`src/design/elm_pkg.sv`:
```
// shared constants and types for the encoder latch, monitor and event timer block
package elm_pkg;

  localparam int ELM_DW = 16;
  localparam int ELM_AW = 4;

  // register indexes on the plain register port
  localparam logic [3:0] ELM_REG_CTRL = 4'h0;
  localparam logic [3:0] ELM_REG_MAXCNT = 4'h1;
  localparam logic [3:0] ELM_REG_COUNT = 4'h2;
  localparam logic [3:0] ELM_REG_ILATCH = 4'h3;
  localparam logic [3:0] ELM_REG_SLATCH = 4'h4;
  localparam logic [3:0] ELM_REG_STATUS = 4'h5;
  localparam logic [3:0] ELM_REG_DIVIDER = 4'h6;
  localparam logic [3:0] ELM_REG_DECIM = 4'h7;
  localparam logic [3:0] ELM_REG_SNAP = 4'h8;
  localparam logic [3:0] ELM_REG_INTERVAL = 4'h9;
  localparam logic [3:0] ELM_REG_ELAPSED = 4'ha;
  localparam logic [3:0] ELM_REG_OVFSTAT = 4'hb;

  // encoder_control bit positions
  localparam int ELM_CTL_REVERSE = 0;
  localparam int ELM_CTL_ZERO = 1;
  localparam int ELM_CTL_SNM = 2;
  localparam int ELM_CTL_MON = 3;
  localparam int ELM_CTL_CAPSEL = 4;
  localparam int ELM_CTL_IDXMODE = 7;
  localparam int ELM_CTL_STBMODE = 8;
  localparam logic [15:0] ELM_CTL_MASK = 16'h019f;

  // encoder_status bit positions
  localparam int ELM_ST_ERROR = 0;
  localparam int ELM_ST_DIR = 1;
  localparam int ELM_ST_INPUTS = 3;
  localparam int ELM_ST_FIRST = 7;

  // reset values, plus the full-count and timer reload constants
  localparam logic [15:0] ELM_RST_CTRL = 16'h0000;
  localparam logic [15:0] ELM_RST_MAXCNT = 16'hffff;
  localparam logic [15:0] ELM_RST_ZERO = 16'h0000;
  localparam logic [7:0] ELM_RST_DECIM = 8'h00;
  localparam logic [15:0] ELM_CNT_FULL = 16'hffff;
  localparam logic [15:0] ELM_TIMER_ONE = 16'h0001;

  // input filter: samples that must agree before the filtered level moves
  localparam int ELM_FILT_STAGES = 3;

  // filtered encoder inputs, lowest bit first: a, b, index, strobe
  typedef struct packed {
    logic strobe;
    logic index;
    logic b;
    logic a;
  } elm_enc_t;

endpackage : elm_pkg

```
`src/design/elm_encoder_unit.sv`:
```
// encoder position latches, marker reset, count monitor and event timer
//
// Our own choices: the strobed register port and the register addresses.
`timescale 1ns/100ps

module elm_encoder_unit
  import elm_pkg::*;
(
  input wire logic clk,
  input wire logic rst_n,
  input wire logic quadAPin,
  input wire logic quadBPin,
  input wire logic indexMarkerPin,
  input wire logic strobeMarkerPin,
  input wire logic loopTimeout,
  input wire logic [ELM_AW-1:0] regAddr,
  input wire logic [ELM_DW-1:0] regWrData,
  input wire logic regWr,
  input wire logic regRd,
  output logic [ELM_DW-1:0] regRdData,
  output logic countErrorEvent
);

  logic [3:0] rawIn;
  logic [3:0] sync1_ff;
  logic [3:0] sync2_ff;
  elm_enc_t filt_ff;
  elm_enc_t prev_ff;
  logic [15:0] ctrl_ff;
  logic [15:0] maxCnt_ff;
  logic [15:0] count_ff;
  logic [15:0] nxt_count;
  logic [15:0] idxLatch_ff;
  logic [15:0] stbLatch_ff;
  logic [15:0] divider_ff;
  logic [7:0] decim_ff;
  logic [15:0] divCnt_ff;
  logic [7:0] decCnt_ff;
  logic [15:0] timer_ff;
  logic [15:0] interval_ff;
  logic [15:0] snap_ff;
  logic [15:0] intervalRes_ff;
  logic [15:0] elapsed_ff;
  logic dirUp_ff;
  logic zeroArmed_ff;
  logic idxArmed_ff;
  logic firstSeen_ff;
  logic countErr_ff;
  logic overflow_ff;
  logic errEvent_ff;
  logic curA;
  logic curB;
  logic prvA;
  logic prvB;
  logic quadPulse;
  logic pulseUp;
  logic idxRise;
  logic idxFall;
  logic stbRise;
  logic stbFall;
  logic markerSeen;
  logic zeroReset;
  logic velEvent;
  logic divTick;
  logic timerOverflow;
  logic reversal;
  logic eetWrite;
  logic capture;
  logic [15:0] expected;

  assign rawIn = {strobeMarkerPin, indexMarkerPin, quadBPin, quadAPin};

  // two-stage synchroniser, then a level filter that needs agreeing samples
  always_ff @(posedge clk or negedge rst_n)
  begin
    if (!rst_n)
    begin
      sync1_ff <= 4'h0;
      sync2_ff <= 4'h0;
      prev_ff <= '0;
    end
    else
    begin
      sync1_ff <= rawIn;
      sync2_ff <= sync1_ff;
      prev_ff <= filt_ff;
    end
  end

  genvar gi;
  generate
    for (gi = 0; gi < 4; gi++)
    begin : g_filter
      logic [ELM_FILT_STAGES-1:0] hist_ff;
      logic level_ff;
      always_ff @(posedge clk or negedge rst_n)
      begin
        if (!rst_n)
        begin
          hist_ff <= '0;
          level_ff <= 1'b0;
        end
        else
        begin
          hist_ff <= {hist_ff[ELM_FILT_STAGES-2:0], sync2_ff[gi]};
          if (&hist_ff)
            level_ff <= 1'b1;
          else if (~|hist_ff)
            level_ff <= 1'b0;
        end
      end
      assign filt_ff[gi] = level_ff;
    end
  endgenerate

  // reverse bit swaps the pins into the counter's a and b
  assign curA = ctrl_ff[ELM_CTL_REVERSE] ? filt_ff.b : filt_ff.a;
  assign curB = ctrl_ff[ELM_CTL_REVERSE] ? filt_ff.a : filt_ff.b;
  assign prvA = ctrl_ff[ELM_CTL_REVERSE] ? prev_ff.b : prev_ff.a;
  assign prvB = ctrl_ff[ELM_CTL_REVERSE] ? prev_ff.a : prev_ff.b;
  // a double change is an illegal transition and is dropped rather than guessed
  assign quadPulse = (curA ^ prvA) ^ (curB ^ prvB);
  assign pulseUp = curA ^ prvB;

  assign idxRise = filt_ff.index & ~prev_ff.index;
  assign idxFall = ~filt_ff.index & prev_ff.index;
  assign stbRise = filt_ff.strobe & ~prev_ff.strobe;
  assign stbFall = ~filt_ff.strobe & prev_ff.strobe;
  assign markerSeen = dirUp_ff ? idxRise : idxFall;

  always_ff @(posedge clk or negedge rst_n)
  begin
    if (!rst_n)
      dirUp_ff <= 1'b1;
    else if (quadPulse)
      dirUp_ff <= pulseUp;
  end

  assign expected = dirUp_ff ? ELM_RST_ZERO : maxCnt_ff;

  // marker reset waits for the next pulse so the reset stays on one encoder edge
  assign zeroReset = quadPulse & zeroArmed_ff & ctrl_ff[ELM_CTL_ZERO];

  always_comb
  begin
    nxt_count = count_ff;
    if (zeroReset)
      nxt_count = pulseUp ? ELM_RST_ZERO : maxCnt_ff;
    else if (quadPulse && pulseUp)
      nxt_count = (count_ff == maxCnt_ff) ? ELM_RST_ZERO : count_ff + 16'h0001;
    else if (quadPulse)
      nxt_count = (count_ff == ELM_RST_ZERO) ? maxCnt_ff : count_ff - 16'h0001;
  end

  always_ff @(posedge clk or negedge rst_n)
  begin
    if (!rst_n)
      count_ff <= ELM_RST_ZERO;
    else
      count_ff <= nxt_count;
  end

  always_ff @(posedge clk or negedge rst_n)
  begin
    if (!rst_n)
    begin
      zeroArmed_ff <= 1'b0;
      firstSeen_ff <= 1'b0;
    end
    else
    begin
      // single-north mode arms only at the first marker, so later markers leave the count
      if (markerSeen && (!ctrl_ff[ELM_CTL_SNM] || !firstSeen_ff))
        zeroArmed_ff <= 1'b1;
      else if (quadPulse)
        zeroArmed_ff <= 1'b0;
      if (markerSeen && ctrl_ff[ELM_CTL_ZERO])
        firstSeen_ff <= 1'b1;
    end
  end

  // index latch: plain edge mode or zero-marker style on the next pulse
  always_ff @(posedge clk or negedge rst_n)
  begin
    if (!rst_n)
    begin
      idxArmed_ff <= 1'b0;
      idxLatch_ff <= ELM_RST_ZERO;
    end
    else if (!ctrl_ff[ELM_CTL_IDXMODE])
    begin
      idxArmed_ff <= 1'b0;
      if (idxRise)
        idxLatch_ff <= count_ff;
    end
    else
    begin
      if (markerSeen)
        idxArmed_ff <= 1'b1;
      else if (quadPulse)
        idxArmed_ff <= 1'b0;
      if (quadPulse && idxArmed_ff)
        idxLatch_ff <= count_ff;
    end
  end

  always_ff @(posedge clk or negedge rst_n)
  begin
    if (!rst_n)
      stbLatch_ff <= ELM_RST_ZERO;
    else if (!ctrl_ff[ELM_CTL_STBMODE] && stbRise)
      stbLatch_ff <= count_ff;
    else if (ctrl_ff[ELM_CTL_STBMODE] && (dirUp_ff ? stbRise : stbFall))
      stbLatch_ff <= count_ff;
  end

  // count monitor; the counter keeps running whatever the verdict
  always_ff @(posedge clk or negedge rst_n)
  begin
    if (!rst_n)
    begin
      countErr_ff <= 1'b0;
      errEvent_ff <= 1'b0;
    end
    else
    begin
      errEvent_ff <= 1'b0;
      if (markerSeen && ctrl_ff[ELM_CTL_MON] && ctrl_ff[ELM_CTL_ZERO])
      begin
        if (count_ff != expected)
        begin
          countErr_ff <= 1'b1;
          errEvent_ff <= 1'b1;
        end
        else
          countErr_ff <= 1'b0;
      end
    end
  end

  assign countErrorEvent = errEvent_ff;

  // event timer divider: counting 0..div-1 wraps to 65536 states when div is zero
  assign divTick = (divCnt_ff == divider_ff - 16'h0001);
  assign velEvent = quadPulse & (decCnt_ff == decim_ff - 8'h01);
  assign timerOverflow = divTick & (timer_ff == ELM_CNT_FULL);
  assign reversal = quadPulse & (pulseUp != dirUp_ff);
  assign eetWrite = regWr & ((regAddr == ELM_REG_DIVIDER) | (regAddr == ELM_REG_DECIM));

  always_ff @(posedge clk or negedge rst_n)
  begin
    if (!rst_n)
      divCnt_ff <= ELM_RST_ZERO;
    else if (eetWrite || divTick)
      divCnt_ff <= ELM_RST_ZERO;
    else
      divCnt_ff <= divCnt_ff + 16'h0001;
  end

  always_ff @(posedge clk or negedge rst_n)
  begin
    if (!rst_n)
      decCnt_ff <= ELM_RST_DECIM;
    else if (eetWrite || velEvent)
      decCnt_ff <= ELM_RST_DECIM;
    else if (quadPulse)
      decCnt_ff <= decCnt_ff + 8'h01;
  end

  always_ff @(posedge clk or negedge rst_n)
  begin
    if (!rst_n)
    begin
      timer_ff <= ELM_RST_ZERO;
      interval_ff <= ELM_RST_ZERO;
    end
    else if (eetWrite)
    begin
      timer_ff <= ELM_RST_ZERO;
      interval_ff <= ELM_RST_ZERO;
    end
    else if (reversal)
    begin
      timer_ff <= ELM_TIMER_ONE;
      interval_ff <= ELM_CNT_FULL;
    end
    else if (velEvent)
    begin
      interval_ff <= timer_ff;
      timer_ff <= ELM_TIMER_ONE;
    end
    else if (divTick && !timerOverflow)
      timer_ff <= timer_ff + 16'h0001;
  end

  // overflow: a new overflow in the read cycle wins over the clear
  always_ff @(posedge clk or negedge rst_n)
  begin
    if (!rst_n)
      overflow_ff <= 1'b0;
    else if (timerOverflow)
      overflow_ff <= 1'b1;
    else if (regRd && regAddr == ELM_REG_OVFSTAT)
      overflow_ff <= 1'b0;
  end

  assign capture = ctrl_ff[ELM_CTL_CAPSEL] ? loopTimeout
    : (regRd && regAddr == ELM_REG_COUNT);

  always_ff @(posedge clk or negedge rst_n)
  begin
    if (!rst_n)
    begin
      snap_ff <= ELM_RST_ZERO;
      intervalRes_ff <= ELM_RST_ZERO;
      elapsed_ff <= ELM_RST_ZERO;
    end
    else
    begin
      if (eetWrite)
        intervalRes_ff <= ELM_RST_ZERO;
      else if (overflow_ff || timerOverflow)
        intervalRes_ff <= ELM_CNT_FULL;
      else if (capture)
        intervalRes_ff <= interval_ff;
      if (capture)
        elapsed_ff <= timer_ff;
      if (capture && ctrl_ff[ELM_CTL_CAPSEL])
        snap_ff <= count_ff;
    end
  end

  // software-written registers
  always_ff @(posedge clk or negedge rst_n)
  begin
    if (!rst_n)
    begin
      ctrl_ff <= ELM_RST_CTRL;
      maxCnt_ff <= ELM_RST_MAXCNT;
      divider_ff <= ELM_RST_ZERO;
      decim_ff <= ELM_RST_DECIM;
    end
    else if (regWr)
    begin
      unique case (regAddr)
        ELM_REG_CTRL: ctrl_ff <= regWrData & ELM_CTL_MASK;
        ELM_REG_MAXCNT: maxCnt_ff <= regWrData;
        ELM_REG_DIVIDER: divider_ff <= regWrData;
        ELM_REG_DECIM: decim_ff <= regWrData[7:0];
        default: ;
      endcase
    end
  end

  // read data stands in the cycle after the strobe; unmapped reads give zero
  always_ff @(posedge clk or negedge rst_n)
  begin
    if (!rst_n)
      regRdData <= ELM_RST_ZERO;
    else if (regRd)
    begin
      unique case (regAddr)
        ELM_REG_CTRL: regRdData <= ctrl_ff;
        ELM_REG_MAXCNT: regRdData <= maxCnt_ff;
        ELM_REG_COUNT: regRdData <= count_ff;
        ELM_REG_ILATCH: regRdData <= idxLatch_ff;
        ELM_REG_SLATCH: regRdData <= stbLatch_ff;
        ELM_REG_STATUS: regRdData <= {8'h00, firstSeen_ff, filt_ff, 1'b0,
          dirUp_ff, countErr_ff};
        ELM_REG_DIVIDER: regRdData <= divider_ff;
        ELM_REG_DECIM: regRdData <= {8'h00, decim_ff};
        ELM_REG_SNAP: regRdData <= snap_ff;
        ELM_REG_INTERVAL: regRdData <= intervalRes_ff;
        ELM_REG_ELAPSED: regRdData <= elapsed_ff;
        ELM_REG_OVFSTAT: regRdData <= {15'h0000, overflow_ff};
        default: regRdData <= ELM_RST_ZERO;
      endcase
    end
    else
      regRdData <= ELM_RST_ZERO;
  end

endmodule : elm_encoder_unit

```
`config.mk`:
```
export PLATFORM = sky130hd
export DESIGN_NAME = elm_encoder_unit
export DESIGN_NICKNAME = d
export VERILOG_FILES = /design/src/design/elm_pkg.sv /design/src/design/elm_encoder_unit.sv
export SDC_FILE = /design/constraint.sdc
export NUM_CORES = 1
export LEC_CHECK = 0
export ABC_AREA = 1
export BUFFER_PORTS_ARGS = -buffer_cell sky130_fd_sc_hd__buf_2
export CAP_MARGIN = 10
export CORE_ASPECT_RATIO = 1.5
export CORE_MARGIN = 1.5
export CORE_UTILIZATION = 35
export DETAILED_ROUTE_END_ITERATION = 16
export GPL_TIMING_DRIVEN = 0
export HOLD_SLACK_MARGIN = 0.1
export PLACE_DENSITY = 0.6
export SLEW_MARGIN = 25
export SYNTH_ARGS = -nofsm -noshare
export SYNTH_HDL_FRONTEND = slang
export SYNTH_SLANG_ARGS = --single-unit
```
`constraint.sdc`:
```
create_clock -name clk -period 2.7 [get_ports clk]
set_input_delay 0.135 -clock clk [delete_from_list [all_inputs] [get_ports clk]]
set_output_delay 0.135 -clock clk [all_outputs]
set_load 0.02 [all_outputs]
```
==> results of run 1 <==
## critical path, stage by stage (launching register included)
cell	delay [ps]
dfrtp_2	470
inv_2	120
ha_1	200
nand2_1	160
nor2_4	200
xor2_1	220
nand4_1	100
nor2_1	270
nand4_4	240
buf_2	270
nand3_1	110
nand2_1	60
## synth_stat cells, drive strengths merged (17+ instances only)
master and count:
nor3 30, nor2 202, nor4 20, nand3b 28, o22ai 33, o21ai 147, a21oi 58, a221oi 28
nand2 397, xnor2 17, dfrtp 233, nand4 20, xor2 52, nand3 135, clkbuf 46, dfstp 17
inv 201, buf 30
## cell families after synthesis
kind of cell / Yosys count / synth area share
AO/OA/AOI/OAI: 297 / 0.127
buffers and inverters: 282 / 0.0826
XOR/XNOR: 69 / 0.0451
adder cells (fa/ha/maj): 8 / 0.00737
flip-flops: 250 / 0.462
AND/OR/NAND/NOR: 842 / 0.275
## per-stage QoR
step | worst slack, ps | instances | cell area (sq um) | util
after floorplan | 517 | 1748 | 13600 | -
after global placement | -3020 | 2287 | 14400 | 0.376
after detailed placement | -126 | 2289 | 14500 | 0.378
after CTS | 18.3 | 2363 | 15700 | 0.409
after global routing | -20.8 | 2363 | 15700 | 0.411
final | 174 | 2363 | 15700 | 0.411
## power breakdown
group          total, mW  internal [mW]  switching [mW]
clock               3.80           2.15            1.66
sequential          5.81           4.87           0.946
combinational       5.71           1.89            3.82
total               15.3           8.90            6.42
## path summary, 6_finish.rpt
path | to | slack [ps] | cells after the start
min | overflow_ff | 130 | 4
max in group asynchronous | snap_ff[13] | 1690 | 3
min in group asynchronous | g_filter[2].hist_ff[2] | 150 | 2
min reg2reg | g_filter[3].hist_ff[0] | 350 | 0
max reg2reg | timer_ff[6] | 170 | 11
max | timer_ff[6] | 170 | 11
## area by class of cell
cell class / instances / area share
clock buffer: 32 / 0.0488
sequential: 250 / 0.399
tap: 495 / 0.0394
multi-input combinational: 1216 / 0.397
timing repair buffer: 73 / 0.0351
clock inverter: 16 / 0.00875
buffer: 75 / 0.0216
inverter: 206 / 0.0499
## flip-flops by register name (all words and copies together), names as in the netlist, 16 cells and up
signal	count
idxLatch_ff	16
divCnt_ff	16
maxCnt_ff	16
timer_ff	16
elapsed_ff	16
count_ff	16
regRdData	16
interval_ff	16
divider_ff	16
stbLatch_ff	16
snap_ff	16
intervalRes_ff	16
## what timing repair did
item	4_1_cts	5_1_grt
hold buffers	26	0
endpoints found under the setup margin	27	56
resized for setup	3	20
buffers inserted	0	1
endpoints found under the hold margin	206	0
## per-layer routing
metal  vias to the layer above  part of all wire  GRT usage  routed length, um
met5                         -           0.00028          0                 13
met4                         2             0.081      0.173               3720
met2                       401              0.51      0.420              23500
met3                       160             0.043     0.0278               1960
li1                       5957                 -          -                  -
met1                      5963              0.37      0.251              16800
==> qor.txt, run 1 <==
status - finished clean
Clock Tree Buf Depth - 3
Mean Syn Cell Area - 7.77 sq um
total power per unit cell area - 974 nW/um^2
flops & latches, synth - 250
Residual DRC - 0
Static Leak - 7.32 nW
first-pass GRT wire length - 71600 um
WHS - 125 ps
Worst setup EP type - register
final wirelength - 46000 um
hold_sp - regAddr[0]
most frequent cells in the layout - nand2_1 (391), dfrtp_1 (232), inv_1 (191), nor2_1 (191), o21ai_0 (143)
Initial Utilization - 0.354
crit path DAT - 2970 ps
WL/cell - 19.5 um
Worst-Margin Slew - 774 ps
Final Max Slew Viols - 0
Worst Skew - 11.5 ps
commonest non-fill, non-tap cell in the layout - nand2_1
Synth-to-Final Area Change - 15.9%
warnings from Yosys - 0
Sequential Area - 6280 sq um
share of layout cells above drive strength 1 - 0.0964
synthesized instance count - 1748
I/O pins - 46
Synth area leader - dfrtp_1
Core Rows - 88
All-Layer GR Usage - 0.235
Fmax - 0.396 GHz
H-Tree Depth - 1
clk slew on worst S/H paths - 70 ps
Final nets - 1885
CP Max Fanout - 10
CTS sink count - 250
grt total ovfl - 0
top cell type's share of synthesized area - 0.429
Yosys cell types - 51
crit path launch - divider_ff[0]
final setup violation count - 0
Detail Route Antenna Nets - 0
core footprint - 38300 sq um
VDD IR max - 544 uV
die area - 40000 sq um
Vias - 12483
Hold WC Path Type - in2reg
filler cell count - 3926
Final HPWL DP - 35300 um
RR Startpoint - divider_ff[0]
die width - 164 um
Post-synth EDFFs - 0
GPL Wtd Cong - 1.00
DRT iter0 DRCs - 863
startpoint type of the worst setup path - register
footprint of the multi-input gates - 6250 sq um
ys flop type - dfrtp_1
Root Buffer - clkbuf_16
PortBufs - 44
worst skew pair latency - 560 ps
Period Utilization, post-route - 0.936
Slew HR - 0.484
syn_nets - 1785
ANT cells - 0
CTS tree - done
Worst EP required - 3150 ps
DRT Pass-1 Iters - 5
Async SR Flop Fraction - 1.00
largest net degree at the start of global routing - 93
fin crit period - 2530 ps
CP Class - reg2reg
Post-Syn Area - 13600 sq um
vias per cell - 5.28
sequential share of the synthesized area - 0.462
total chip power - 15.3 mW
TritonCTS Buffers - 26
vias in the first global route - 12367
initial antenna violation count - 1
Synth area leaders - dfrtp_1 (43%), nand2_1 (11%), inv_1 (5.4%)
final hold violation count - 0
die height - 244 um
setup TNS - 0 ps
max-capacitance violation count - 0
Note: power is estimated with default switching activity, not from simulation.
==> run 2: changes to the inputs <==
- CORE_UTILIZATION: 35 -> 40
- PLACE_DENSITY: 0.6 -> 0.65
==> qor.txt, run 2 (synthesis gave the netlist of run 1 again) <==
status - finished clean
filler cell count - 3324
first-pass GRT wire length - 70500 um
core footprint - 33400 sq um
vias per cell - 5.47
Final Max Slew Viols - 0
total chip power - 15.5 mW
H-Tree Depth - 1
Fmax - 0.390 GHz
reg2reg end - count_ff[14]
largest net degree at the start of global routing - 86
DRT iter0 DRCs - 871
vias in the first global route - 12589
Worst EP required - 3130 ps
GPL Wtd Cong - 0.986
worst path buffer plus inverter count - 3
commonest non-fill, non-tap cell in the layout - nand2_1
Residual DRC - 0
max-capacitance violation count - 0
Hold WC Path Type - in2reg
Worst Skew - 13.2 ps
Final nets - 1890
WHS - 127 ps
Clock Tree Buf Depth - 3
setup TNS - 0 ps
hold_sp - regAddr[0]
I/O pins - 46
Worst setup EP type - register
CTS tree - done
Final HPWL DP - 34500 um
CP Cell Sequence - clkbuf_1 > inv_1 > nor2_1 > nor4_1 > nand2_1 > nor2_1 > nand2_1 > clkbuf_2 > nand3_1 > nand2_1 > a21oi_1 > nor2_1
CP Max Fanout - 10
final setup violation count - 0
grt total ovfl - 0
most frequent cells in the layout - nand2_1 (390), dfrtp_1 (232), inv_1 (194)
Levels on crit path - 12
share of layout cells above drive strength 1 - 0.0950
Initial Utilization - 0.406
RSZ-0062 raised after global routing - false
Detail Route Antenna Nets - 0
Slowest cell on crit path - inv_1
Crit path max-delay family - simple AND/OR/NAND/NOR gates
total power per unit cell area - 983 nW/um^2
VDD IR max - 454 uV
die width - 153 um
Post-Place Worst Slack - -40.3 ps
CTS sink count - 250
WL/cell - 19.7 um
path depth of the worst reg2reg path - 12
All-Layer GR Usage - 0.260
hold path depth - 4
DRT Pass-1 Iters - 5
RR Startpoint - count_ff[5]
worst setup margin - 135 ps
crit path DAT - 3000 ps
Core Rows - 82
fin crit period - 2570 ps
CP Class - reg2reg
Worst Hold End - overflow_ff
die area - 35100 sq um
PortBufs - 44
ANT cells - 0
Static Leak - 7.38 nW
final wirelength - 45200 um
r2r setup slk - 130 ps
Slew HR - 0.504
clk slew on worst S/H paths - 60 ps
worst skew pair latency - 550 ps
Period Utilization, post-route - 0.950
Root Buffer - clkbuf_16
Synth-to-Final Area Change - 15.8%
TritonCTS Buffers - 26
startpoint type of the worst setup path - register
die height - 229 um
initial antenna violation count - 1
Worst-Margin Slew - 739 ps
final hold violation count - 0
Vias - 12532
CP max stage delay - 380 ps
==> run 2: report_power, final <==
group          total [mW]  internal [mW]  switching [mW]
clock network        3.95           2.38            1.57
registers            5.82           4.87           0.957
logic                5.69           1.90            3.79
total                15.5           9.14            6.32
==> run 2: area by class of cell <==
class,instances,area (sq um),share of cell area
clock buffer,34,762,0.0485
multi-input combinational,1216,6230,0.396
inverter,206,778,0.0495
tap,420,526,0.0334
buffer,75,340,0.0216
clock inverter,14,184,0.0117
sequential,250,6280,0.399
timing repair buffer,78,626,0.0398
==> run 2: worst register-to-register path, stage by stage (launching register included) <==
cell and delay [ps]:
dfrtp_1 360, clkbuf_1 250, inv_1 380, nor2_1 70
nor4_1 260, nand2_1 80, nor2_1 150, nand2_1 220
clkbuf_2 290, nand3_1 110, nand2_1 50, a21oi_1 180
nor2_1 60
==> run 2: what timing repair did <==
action,in CTS,in global routing
gates resized for setup,4,11
hold buffers,28,0
buffers inserted,0,3
endpoints found under the hold margin,238,0
pin swaps,0,2
setup endpoints to repair,30,62
==> run 2: stage by stage <==
stage | util | instances | cell area, sq um
global placement | 0.428 | 2212 | 14300
detailed placement | 0.431 | 2215 | 14400
floorplan | - | 1748 | 13600
finish | 0.470 | 2293 | 15700
CTS | 0.469 | 2291 | 15700
global route | 0.470 | 2293 | 15700
==> run 2: worst max-delay path by stage <==
stage	startpoint	endpoint	slack (ps)
after global routing	count_ff[3]	count_ff[13]	10
after floorplan	divider_ff[0]	intervalRes_ff[6]	520
after global placement	rst_n	count_ff[15]	-3060
after CTS	divider_ff[0]	timer_ff[9]	4
after detailed placement	divider_ff[0]	divCnt_ff[6]	-40
final	count_ff[5]	count_ff[14]	130
==> run 2: metal layers <==
metal | global-route usage | up-vias | wire length, um
met3 | 0.0292 | 133 | 2100
met2 | 0.470 | 425 | 23100
li1 | - | 5974 | -
met5 | 0 | - | 10
met1 | 0.283 | 5998 | 16700
met4 | 0.180 | 2 | 3330
